### config.mk
export PLATFORM = sky130hd
export DESIGN_NAME = asq_sequencer
export DESIGN_NICKNAME = d
export VERILOG_FILES = /design/src/inc/asq_pkg.sv /design/src/asq_sync.sv /design/src/asq_sequencer.sv
export SDC_FILE = /design/constraint.sdc
export NUM_CORES = 1
export LEC_CHECK = 0
export BUFFER_PORTS_ARGS = -buffer_cell sky130_fd_sc_hd__buf_4
export CAP_MARGIN = 30
export CORE_MARGIN = 2
export CORE_UTILIZATION = 63
export CTS_BUF_LIST = sky130_fd_sc_hd__clkbuf_2 sky130_fd_sc_hd__clkbuf_4 sky130_fd_sc_hd__clkbuf_8
export CTS_CLUSTER_SIZE = 28
export DETAILED_ROUTE_END_ITERATION = 6
export HOLD_SLACK_MARGIN = 0.05
export PLACE_DENSITY_LB_ADDON = 0.05
export SLEW_MARGIN = 20
export SYNTH_ARGS = -nofsm -noshare
export SYNTH_HDL_FRONTEND = slang
export SYNTH_SLANG_ARGS = --single-unit
export TNS_END_PERCENT = 5
### constraint.sdc
create_clock -name clk -period 11.74 [get_ports clk]
set_input_delay 0.587 -clock clk [delete_from_list [all_inputs] [get_ports clk]]
set_output_delay 0.587 -clock clk [all_outputs]
set_load 0.02 [all_outputs]
### src/inc/asq_pkg.sv
// Constants, register map and state codes for the converter state sequencer.
// Assumes a single 100 MHz master clock feeding every user of this package.
package asq_pkg;

	// Master clock
	localparam int unsigned ASQ_CLK_FREQ_HZ = 100_000_000;

	// Power-on hold time and its cycle count
	localparam int unsigned ASQ_POR_TIME_MS = 10;
	localparam int unsigned ASQ_POR_CYCLES = ASQ_POR_TIME_MS * (ASQ_CLK_FREQ_HZ / 1000);

	// Sequencer periods in master clock cycles
	localparam logic [19:0] ASQ_WAKE_CYCLES = 20'h00708;
	localparam logic [19:0] ASQ_CAL_CYCLES = 20'h00CAE;
	localparam logic [19:0] ASQ_CAL_OFFSET_CYCLES = 20'h00657;
	localparam logic [19:0] ASQ_CAL_GAIN_CYCLES = ASQ_CAL_CYCLES - ASQ_CAL_OFFSET_CYCLES;
	localparam logic [19:0] ASQ_CONVERT_REQUEST_CONT_CYCLES = 20'h00656;
	localparam logic [19:0] ASQ_CONVERT_REQUEST_START_CYCLES = 20'h00658;

	// Result coding
	localparam logic [19:0] ASQ_BIPOLAR_OFFSET = 20'h80000;
	localparam logic [19:0] ASQ_FULL_SCALE = 20'hFFFFF;
	localparam logic [19:0] ASQ_OFFSET_COEF_RST = 20'h00000;
	localparam logic [19:0] ASQ_GAIN_COEF_RST = 20'h80000;
	localparam int unsigned ASQ_GAIN_FRAC_BITS = 19;

	// Register byte offsets
	localparam logic [7:0] ASQ_REG_CTRL = 8'h00;
	localparam logic [7:0] ASQ_REG_STATUS = 8'h04;
	localparam logic [7:0] ASQ_REG_RESULT = 8'h08;
	localparam logic [7:0] ASQ_REG_OFFSET_COEF = 8'h0C;
	localparam logic [7:0] ASQ_REG_GAIN_COEF = 8'h10;

	// Field positions
	localparam int unsigned ASQ_CTRL_SOFT_CAL = 0;
	localparam int unsigned ASQ_STAT_STATE_LSB = 0;
	localparam int unsigned ASQ_STAT_CHANNEL = 3;
	localparam int unsigned ASQ_STAT_POLARITY = 4;
	localparam int unsigned ASQ_STAT_READY = 5;
	localparam int unsigned ASQ_STAT_CAL_DONE = 6;

	typedef enum logic [2:0] {
		ASQ_ST_POR = 3'b000,
		ASQ_ST_WAKE = 3'b001,
		ASQ_ST_STANDBY = 3'b010,
		ASQ_ST_CAL_OFFSET = 3'b011,
		ASQ_ST_CAL_GAIN = 3'b100,
		ASQ_ST_CONVERT = 3'b101
	} asq_state_t;

endpackage : asq_pkg

### src/asq_sync.sv
// Two-stage synchroniser for a group of pin inputs.
// Assumes the inputs are asynchronous levels, slow compared to clk.
`timescale 1ns/1ps
`default_nettype none
module asq_sync #(
	parameter int WIDTH = 4
) (
	input wire logic clk,
	input wire logic rst_n,
	input wire logic [WIDTH-1:0] async_in,
	output var logic [WIDTH-1:0] sync_out
);

	logic [WIDTH-1:0] meta;

	// First stage feeds only the second stage
	always_ff @(posedge clk or negedge rst_n)
	begin
		if (!rst_n)
		begin
			meta <= '0;
			sync_out <= '0;
		end
		else
		begin
			meta <= async_in;
			sync_out <= meta;
		end
	end

endmodule : asq_sync
`default_nettype wire

### src/asq_sequencer.sv
// Control sequencer of a two-channel delta-sigma converter with an APB register port.
// Assumes request pins are asynchronous, filter_word is on clk, APB runs on clk.
//
// Chosen here: the APB interface to the registers and the register offsets.
`timescale 1ns/1ps
`default_nettype none

module asq_sequencer
	import asq_pkg::*;
#(
	parameter int unsigned POR_CYCLES = ASQ_POR_CYCLES
) (
	input wire logic clk,
	input wire logic rst_n,
	input wire logic calibrate_request,
	input wire logic convert_request,
	input wire logic channel_select,
	input wire logic polarity_select,
	input wire logic [19:0] filter_word,
	input wire logic psel,
	input wire logic penable,
	input wire logic pwrite,
	input wire logic [7:0] paddr,
	input wire logic [31:0] pwdata,
	output logic [31:0] prdata,
	output logic pready,
	output logic pslverr,
	output logic result_ready_n,
	output logic [19:0] result_word,
	output logic analog_select,
	output logic modulator_enable
);

	localparam logic [19:0] POR_LAST = 20'(POR_CYCLES - 1);

	asq_state_t state;
	logic [3:0] pins;
	logic cal_lvl;
	logic convert_request_lvl;
	logic chan_lvl;
	logic pol_lvl;
	logic convert_request_d;
	logic convert_request_rise;
	logic half_en;
	logic [19:0] cnt;
	logic [19:0] convert_request_len;
	logic cnt_done;
	logic pend_cal;
	logic pend_convert_request;
	logic soft_cal;
	logic cal_done;
	logic [19:0] offset_coef;
	logic [19:0] gain_coef;
	logic [19:0] next_result;
	logic load_result;
	logic apb_access;
	logic apb_done;
	logic result_read;

	asq_sync #(
		.WIDTH(4)
	) u_sync (
		.clk(clk),
		.rst_n(rst_n),
		.async_in({calibrate_request, convert_request, channel_select, polarity_select}),
		.sync_out(pins)
	);

	assign cal_lvl = pins[3];
	assign convert_request_lvl = pins[2];
	assign chan_lvl = pins[1];
	assign pol_lvl = pins[0];
	assign convert_request_rise = convert_request_lvl & ~convert_request_d;
	assign cnt_done = (cnt == convert_request_len - 20'h00001);
	assign load_result = (state == ASQ_ST_CONVERT) && cnt_done && !convert_request_rise;
	assign apb_access = psel && penable && !pready;
	// Side effects land on the completing edge, when the master samples pready
	assign apb_done = psel && penable && pready;
	assign result_read = apb_done && !pwrite && (paddr == ASQ_REG_RESULT);

	always_ff @(posedge clk or negedge rst_n)
	begin
		if (!rst_n)
			convert_request_d <= 1'b0;
		else
			convert_request_d <= convert_request_lvl;
	end

	// Standby acts on its start conditions only on every other master clock, so a standby start may
	// slip by one cycle depending on phase
	always_ff @(posedge clk or negedge rst_n)
	begin
		if (!rst_n)
			half_en <= 1'b0;
		else
			half_en <= ~half_en;
	end

	// Commands seen in power-on, wake-up or standby are remembered until calibration or conversion starts
	always_ff @(posedge clk or negedge rst_n)
	begin
		if (!rst_n)
		begin
			pend_cal <= 1'b0;
			pend_convert_request <= 1'b0;
		end
		else if (state == ASQ_ST_POR || state == ASQ_ST_WAKE || state == ASQ_ST_STANDBY)
		begin
			if (cal_lvl && convert_request_lvl)
				pend_cal <= 1'b1;
			if (convert_request_rise || (state == ASQ_ST_POR && convert_request_lvl))
				pend_convert_request <= 1'b1;
		end
		else
		begin
			pend_cal <= 1'b0;
			pend_convert_request <= 1'b0;
		end
	end

	// Main state machine and its period counter
	always_ff @(posedge clk or negedge rst_n)
	begin
		if (!rst_n)
		begin
			state <= ASQ_ST_POR;
			cnt <= 20'h00000;
			convert_request_len <= POR_CYCLES == 0 ? 20'h00001 : POR_LAST + 20'h00001;
		end
		else
		begin
			unique case (state)
				ASQ_ST_POR:
				begin
					if (cnt == POR_LAST)
					begin
						state <= ASQ_ST_WAKE;
						cnt <= 20'h00000;
						convert_request_len <= ASQ_WAKE_CYCLES;
					end
					else
						cnt <= cnt + 20'h00001;
				end
				ASQ_ST_WAKE:
				begin
					if (cnt_done)
					begin
						cnt <= 20'h00000;
						if (pend_cal || (cal_lvl && convert_request_lvl))
						begin
							state <= ASQ_ST_CAL_OFFSET;
							convert_request_len <= ASQ_CAL_OFFSET_CYCLES;
						end
						else if (pend_convert_request)
						begin
							state <= ASQ_ST_CONVERT;
							convert_request_len <= ASQ_CONVERT_REQUEST_START_CYCLES;
						end
						else
							state <= ASQ_ST_STANDBY;
					end
					else
						cnt <= cnt + 20'h00001;
				end
				ASQ_ST_STANDBY:
				begin
					cnt <= 20'h00000;
					if (half_en)
					begin
						if (pend_cal || (cal_lvl && convert_request_lvl) || soft_cal)
						begin
							state <= ASQ_ST_CAL_OFFSET;
							convert_request_len <= ASQ_CAL_OFFSET_CYCLES;
						end
						else if (pend_convert_request || convert_request_rise)
						begin
							state <= ASQ_ST_CONVERT;
							convert_request_len <= ASQ_CONVERT_REQUEST_START_CYCLES;
						end
					end
				end
				ASQ_ST_CAL_OFFSET, ASQ_ST_CAL_GAIN:
				begin
					if (convert_request_rise && cal_lvl)
					begin
						state <= ASQ_ST_CAL_OFFSET;
						cnt <= 20'h00000;
						convert_request_len <= ASQ_CAL_OFFSET_CYCLES;
					end
					else if (cnt_done)
					begin
						cnt <= 20'h00000;
						if (state == ASQ_ST_CAL_OFFSET)
						begin
							state <= ASQ_ST_CAL_GAIN;
							convert_request_len <= ASQ_CAL_GAIN_CYCLES;
						end
						else if (convert_request_lvl)
						begin
							state <= ASQ_ST_CONVERT;
							convert_request_len <= ASQ_CONVERT_REQUEST_START_CYCLES;
						end
						else
							state <= ASQ_ST_STANDBY;
					end
					else
						cnt <= cnt + 20'h00001;
				end
				ASQ_ST_CONVERT:
				begin
					if (convert_request_rise && cal_lvl)
					begin
						state <= ASQ_ST_CAL_OFFSET;
						cnt <= 20'h00000;
						convert_request_len <= ASQ_CAL_OFFSET_CYCLES;
					end
					else if (convert_request_rise)
					begin
						cnt <= 20'h00000;
						convert_request_len <= ASQ_CONVERT_REQUEST_START_CYCLES;
					end
					else if (cnt_done)
					begin
						cnt <= 20'h00000;
						if (convert_request_lvl)
							convert_request_len <= ASQ_CONVERT_REQUEST_CONT_CYCLES;
						else
							state <= ASQ_ST_STANDBY;
					end
					else
						cnt <= cnt + 20'h00001;
				end
				default:
				begin
					state <= ASQ_ST_STANDBY;
					cnt <= 20'h00000;
				end
			endcase
		end
	end

	// Channel is caught on the convert edge; calibration leaves it alone
	always_ff @(posedge clk or negedge rst_n)
	begin
		if (!rst_n)
			analog_select <= 1'b0;
		else if (convert_request_rise && state != ASQ_ST_CAL_OFFSET && state != ASQ_ST_CAL_GAIN)
			analog_select <= chan_lvl;
	end

	always_ff @(posedge clk or negedge rst_n)
	begin
		if (!rst_n)
			modulator_enable <= 1'b0;
		else
			modulator_enable <= (state != ASQ_ST_POR);
	end

	// Coefficients survive until the next calibration
	always_ff @(posedge clk or negedge rst_n)
	begin
		if (!rst_n)
		begin
			offset_coef <= ASQ_OFFSET_COEF_RST;
			gain_coef <= ASQ_GAIN_COEF_RST;
			cal_done <= 1'b0;
		end
		else if (cnt_done && !(convert_request_rise && cal_lvl))
		begin
			if (state == ASQ_ST_CAL_OFFSET)
				offset_coef <= filter_word;
			else if (state == ASQ_ST_CAL_GAIN)
			begin
				gain_coef <= filter_word;
				cal_done <= 1'b1;
			end
		end
	end

	// Scaling: (word - offset) * gain in Q1.19, bipolar shifted to offset binary.
	// Polarity is read live here, hence the host must hold it near the end.
	always_comb
	begin
		logic signed [20:0] diff;
		logic signed [41:0] prod;
		logic signed [22:0] scaled;
		diff = $signed({1'b0, filter_word}) - $signed({1'b0, offset_coef});
		prod = diff * $signed({1'b0, gain_coef});
		scaled = prod[ASQ_GAIN_FRAC_BITS+22:ASQ_GAIN_FRAC_BITS];
		if (pol_lvl)
			scaled = scaled + $signed({3'b000, ASQ_BIPOLAR_OFFSET});
		if (scaled < 0)
			next_result = 20'h00000;
		else if (scaled > $signed({3'b000, ASQ_FULL_SCALE}))
			next_result = ASQ_FULL_SCALE;
		else
			next_result = scaled[19:0];
	end

	always_ff @(posedge clk or negedge rst_n)
	begin
		if (!rst_n)
			result_word <= 20'h00000;
		else if (load_result)
			result_word <= next_result;
	end

	// Ready stays low until software reads the result or offset calibration starts; a new result wins over
	// the read in the same cycle
	always_ff @(posedge clk or negedge rst_n)
	begin
		if (!rst_n)
			result_ready_n <= 1'b1;
		else if (load_result)
			result_ready_n <= 1'b0;
		else if (result_read || state == ASQ_ST_CAL_OFFSET)
			result_ready_n <= 1'b1;
	end

	// Soft calibrate is a one-shot, held until standby can act on it
	always_ff @(posedge clk or negedge rst_n)
	begin
		if (!rst_n)
			soft_cal <= 1'b0;
		else if (apb_done && pwrite && paddr == ASQ_REG_CTRL && pwdata[ASQ_CTRL_SOFT_CAL])
			soft_cal <= 1'b1;
		else if (state == ASQ_ST_CAL_OFFSET)
			soft_cal <= 1'b0;
	end

	// APB slave: one wait state, so pready and prdata come from flops
	always_ff @(posedge clk or negedge rst_n)
	begin
		if (!rst_n)
		begin
			pready <= 1'b0;
			pslverr <= 1'b0;
			prdata <= 32'h00000000;
		end
		else if (apb_access)
		begin
			pready <= 1'b1;
			pslverr <= 1'b0;
			prdata <= 32'h00000000;
			unique case (paddr)
				ASQ_REG_CTRL:
					prdata <= 32'h00000000;
				ASQ_REG_STATUS:
				begin
					if (!pwrite)
					begin
						prdata[ASQ_STAT_STATE_LSB +: 3] <= state;
						prdata[ASQ_STAT_CHANNEL] <= analog_select;
						prdata[ASQ_STAT_POLARITY] <= pol_lvl;
						prdata[ASQ_STAT_READY] <= ~result_ready_n;
						prdata[ASQ_STAT_CAL_DONE] <= cal_done;
					end
				end
				ASQ_REG_RESULT:
					prdata <= {12'h000, result_word};
				ASQ_REG_OFFSET_COEF:
					prdata <= {12'h000, offset_coef};
				ASQ_REG_GAIN_COEF:
					prdata <= {12'h000, gain_coef};
				default:
					pslverr <= 1'b1;
			endcase
		end
		else
		begin
			pready <= 1'b0;
			pslverr <= 1'b0;
		end
	end

endmodule : asq_sequencer
`default_nettype wire

==> run metrics, run 1 <==
status=finished with violations; violated checks=design-rule violations; Post-synth EDFFs=0; Pre-Repair DR Iteration Count=7; clk_skew=0.0186 ns; die area=37200 sq um; sequential element share of the synthesized area=14.5%; Synth top area share=39.0%; Synth cell types=74; Post-Syn Area=22500 sq um; Fmax=0.0961 GHz; CP Max Fanout=27; Startpoint Class=flop; final hold violations=0; Largest stage delay, worst path=0.58 ns; DR WL/cell=19.8 um; Setup crit end kind=flop; Critical Path Sink=result_word[4]$_DFFE_PN0P_; total negative setup slack=0 ns; first-pass GRT wire length=92600 um; CP Launch Point=offset_coef[0]$_DFFE_PN0P_; H-tree levels=4; r2r worst-path depth=33; Worst path most repeated cell=fa_1; Avg Inst Size Synth=9.34 sq um; Worst-Margin Slew=0.982 ns; CP Class=flop to flop; Top Ports=126; Final Instance Count excl. Fillers=2901; Tcrit/Tclk final=88.7%; number of slew-limit violations in the final report=0; Cells after Synth=2404; P&R area growth vs syn=6.80%; DRC viols=1; HPWL Detailed=43800 um; vias in the first global route=17400; top_reg_cell synth=dfrtp_1; row count=69; diodes inserted=0; ANT nets after route=0; placed insts=2867; Core Area=35300 sq um; Die H=193 um; NumNets Final=3066; Initial Utilization=63.6%; Critical Path AT=10.71 ns; Synth area leaders=fa_1 (39%), dfrtp_1 (14%), ha_1 (7.4%), inv_1 (7.4%), and2_1 (6.0%); Max Cap Violations=0; Tightest Hold Check Type=input port to asynchronous set/reset pin; clk_lat worst skew=0.45 ns; Post-Route WL=57400 um; grt ovf=0; Worst-path clk slew=0.08 ns; clk sinks=130; Num CTS Buffers=17; DRC marker count from the first detailed-route iteration=971; start of the worst register-to-register path=offset_coef[0]$_DFFE_PN0P_; gr usage total=32.9%; # Post-CTS Setup Buffers=0; commonest non-fill, non-tap cell in the layout=inv_1; capture point of the worst reg-to-reg path=result_word[4]$_DFFE_PN0P_; slowest CP cell=fa_1; vias=16600; Yosys top cell by area=fa_1; setup violators final=0; RSZ-0062 raised after global routing=no; vias per cell=5.72; Die Width=193 um; CTS tree=done; Finished Core Util=67.9%; share of layout cells above drive strength 1=8.69%; Worst EP required=12.04 ns; most frequent cells in the layout=inv_1 (442), fa_1 (437), nand2_1 (294), and2_1 (214), ha_1 (133); Port-buffer cells=82; slew margin rel.=34.5%; Ys Warns=0; RePlAce Congestion=0.921; asr flop ratio synth=100%; largest net degree at the start of global routing=47; r2r setup slk=1.33 ns; initial antenna violation count=1; CTS Hold Buffers Added=0; post-layout min period=10.41 ns; CTS Buffer Depth=2; Synth Register Bits=130; root buf cell=clkbuf_8; post_cts resized=0
[final cells by class]
cell class	count	area, sq um
timing repair buffer	125	977
fill	2879	11300
multi-input combinational	1709	17000
clock inverter	11	200
inverter	444	1670
sequential	130	3260
tap	461	577
clock buffer	21	283
[sequential cells by signal, indices dropped and copies added, names as in the netlist, 4 cells and up]
name,flops
cnt,20
convert_request_len,8
gain_coef,20
offset_coef,20
prdata,20
result_word,20
u_sync.meta,4
u_sync.sync_out,4
[stage by stage]
step,instance area [sq um],hold slack [ns],worst slack [ns]
finish,24000,0.144,1.33
global placement,23400,0.334,0.577
detailed placement,23500,0.342,0.737
CTS,24000,0.149,1.07
global route,24000,0.177,0.779
floorplan,22500,0.291,2.17
[how the worst min path moves through the flow]
stage / endpoint / start / slack [ns] / cells after the start
after floorplan: analog_select$_DFFE_PN0P_ / rst_n / 0.29 / 0
after global placement: u_sync.sync_out[0]$_DFF_PN0_ / u_sync.meta[0]$_DFF_PN0_ / 0.33 / 0
after detailed placement: u_sync.sync_out[2]$_DFF_PN0_ / u_sync.meta[2]$_DFF_PN0_ / 0.34 / 0
after CTS: gain_coef[17]$_DFFE_PN0P_ / rst_n / 0.15 / 1
after global routing: gain_coef[18]$_DFFE_PN0P_ / rst_n / 0.18 / 1
final: gain_coef[18]$_DFFE_PN0P_ / rst_n / 0.14 / 1
[logic make-up after synthesis]
group | after synthesis | share of synthesized area, %
AO/OA/AOI/OAI | 252 | 7.36
multiplexers | 42 | 1.98
other | 1 | 0.0167
XOR/XNOR | 78 | 3.04
adder cells (fa/ha/maj) | 570 | 46.4
AND/OR/NAND/NOR | 755 | 16.8
flip-flops | 130 | 14.5
buffers and inverters | 576 | 9.92
[per-layer routing]
metal | share of wire (%) | vias to the layer above | GRT usage (%)
li1 | - | 7391 | -
met4 | 3.3 | 2 | 10.7
met3 | 4.8 | 129 | 3.53
met2 | 51 | 453 | 58.4
met5 | 0.023 | - | 0
met1 | 40 | 8615 | 42.2
[critical path, delay by kind of cell, from the launching register on]
kind,cells,cell delay [ns]
flip-flops,1,0.40
adder cells (fa/ha/maj),10,4.50
buffers and inverters,3,0.61
AND/OR/NAND/NOR,4,0.72
AO/OA/AOI/OAI,16,4.03
[Yosys cell counts (all sizes together) (12+ instances only)]
cell	number
nand2	294
and2	216
clkbuf	114
nand2b	15
xor2	31
nor2b	39
nand4	17
o211ai	25
mux2	20
fa	437
xnor2	47
buf	18
o21ai	78
nor3	20
inv	442
nand3	29
mux2i	22
a21o	12
nor2	87
ha	133
dfrtp	126
a21oi	74
Power of run 1 is not shown: default switching activity piles up to over one toggle a cycle in this logic, so the estimate is an artifact.
==> inputs of run 2 (changes only) <==
REMOVE_ABC_BUFFERS = 1   (was default)
==> run 2 against run 1 <==
  * Count of clock-buffer cells in the layout rose by 5
  * Maximum frequency fell by 0.71%
  * Sequential share of layout area rose by 0.061 points
  * The flow now finishes without violations
==> run metrics, run 2 (same netlist as run 1, synthesis figures left out) <==
CP Class=flop to flop; Initial Utilization=63.6%; Worst path most repeated cell=fa_1; post-layout min period=10.48 ns; WP buf/inv=4; Critical Path AT=10.79 ns; Top Ports=126; root buf cell=clkbuf_8; status=completed; Core Area=35300 sq um; Die H=193 um; row count=69; initial antenna violation count=4; RePlAce Congestion=0.897; CTS tree=done; Die Width=193 um; Startpoint Class=flop; first-pass GRT wire length=89300 um; DRC marker count from the first detailed-route iteration=1008; Tightest Hold Check Type=input port to asynchronous set/reset pin; ANT nets after route=0; most frequent cells in the layout=inv_1 (442), fa_1 (437), nand2_1 (294), and2_1 (214), ha_1 (133); clk sinks=130; vias=16300; clk_skew=0.0124 ns; Post-Route WL=53600 um; share of layout cells above drive strength 1=8.42%; Setup crit end kind=flop; vias in the first global route=17300; CTS Buffer Depth=2; slowest CP cell=a2111oi_0; grt ovf=0; CP Max Fanout=14; DRC viols=0; Pre-Repair DR Iteration Count=5; gr usage total=31.4%; clk_lat worst skew=0.45 ns; # Post-CTS Setup Buffers=0; largest net degree at the start of global routing=74; DR WL/cell=18.5 um; die area=37200 sq um; number of slew-limit violations in the final report=0; P&R area growth vs syn=6.25%; Largest stage delay, worst path=0.56 ns; CTS Hold Buffers Added=0; slew margin rel.=33.9%; setup violators final=0; Worst EP required=12.05 ns; HPWL Detailed=42100 um; NumNets Final=3062; total negative setup slack=0 ns; Top Family by Delay on Critical Path=adder cells; Tcrit/Tclk final=89.3%; commonest non-fill, non-tap cell in the layout=inv_1; final hold violations=0; Num CTS Buffers=17; vias per cell=5.63; Max Cap Violations=0; Fmax=0.0954 GHz; Worst-Margin Slew=0.984 ns; Worst-path clk slew=0.07 ns; Port-buffer cells=82; post_cts resized=0; H-tree levels=4; RSZ-0062 raised after global routing=no
-- run 2: metrics by stage --
| step | hold slack [ns] | std cells | area (sq um) | util (%) | setup WS [ns] |
|---|---|---|---|---|---|
| after detailed placement | 0.337 | 2862 | 23400 | 66.3 | 0.723 |
| final | 0.0977 | 2899 | 23900 | 67.6 | 1.26 |
| after floorplan | 0.291 | 2283 | 21900 | - | 1.94 |
| after CTS | 0.0994 | 2894 | 23800 | 67.4 | 1.04 |
| after global placement | 0.333 | 2859 | 23400 | 66.2 | 0.909 |
| after global routing | 0.120 | 2898 | 23900 | 67.6 | 0.541 |
-- run 2: final timing paths --
path / slack (ns) / startpoint / endpoint / depth (start not counted)
worst max-delay path: 1.26 / offset_coef[6]$_DFFE_PN0P_ / result_word[0]$_DFFE_PN0P_ / 31
worst min-delay path: 0.1 / rst_n / prdata[6]$_DFFE_PN0P_ / 1
worst max register to register: 1.26 / offset_coef[6]$_DFFE_PN0P_ / result_word[0]$_DFFE_PN0P_ / 31
worst min register to register: 0.35 / u_sync.meta[0]$_DFF_PN0_ / u_sync.sync_out[0]$_DFF_PN0_ / 0
max in group asynchronous: 10.50 / rst_n / gain_coef[19]$_DFFE_PN1P_ / 3
min in group clk: 0.25 / polarity_select / u_sync.meta[0]$_DFF_PN0_ / 1
-- run 2: final cells by class --
class / count / area [sq um]
clock buffer: 26 / 327
timing repair buffer: 121 / 958
clock inverter: 6 / 55.1
sequential: 130 / 3260
fill: 2858 / 11500
inverter: 444 / 1670
multi-input combinational: 1709 / 17000
tap: 461 / 577
antenna: 2 / 5.00
-- run 2: routing by layer --
| layer | vias up | global-route usage, % | wire (um) |
|---|---|---|---|
| met5 | - | 0 | 13 |
| met4 | 2 | 10.2 | 1750 |
| met3 | 101 | 4.36 | 2980 |
| met2 | 492 | 52.8 | 26400 |
| met1 | 8355 | 42.3 | 22500 |
| li1 | 7373 | - | - |
Power of run 2 is left out for the same reason.
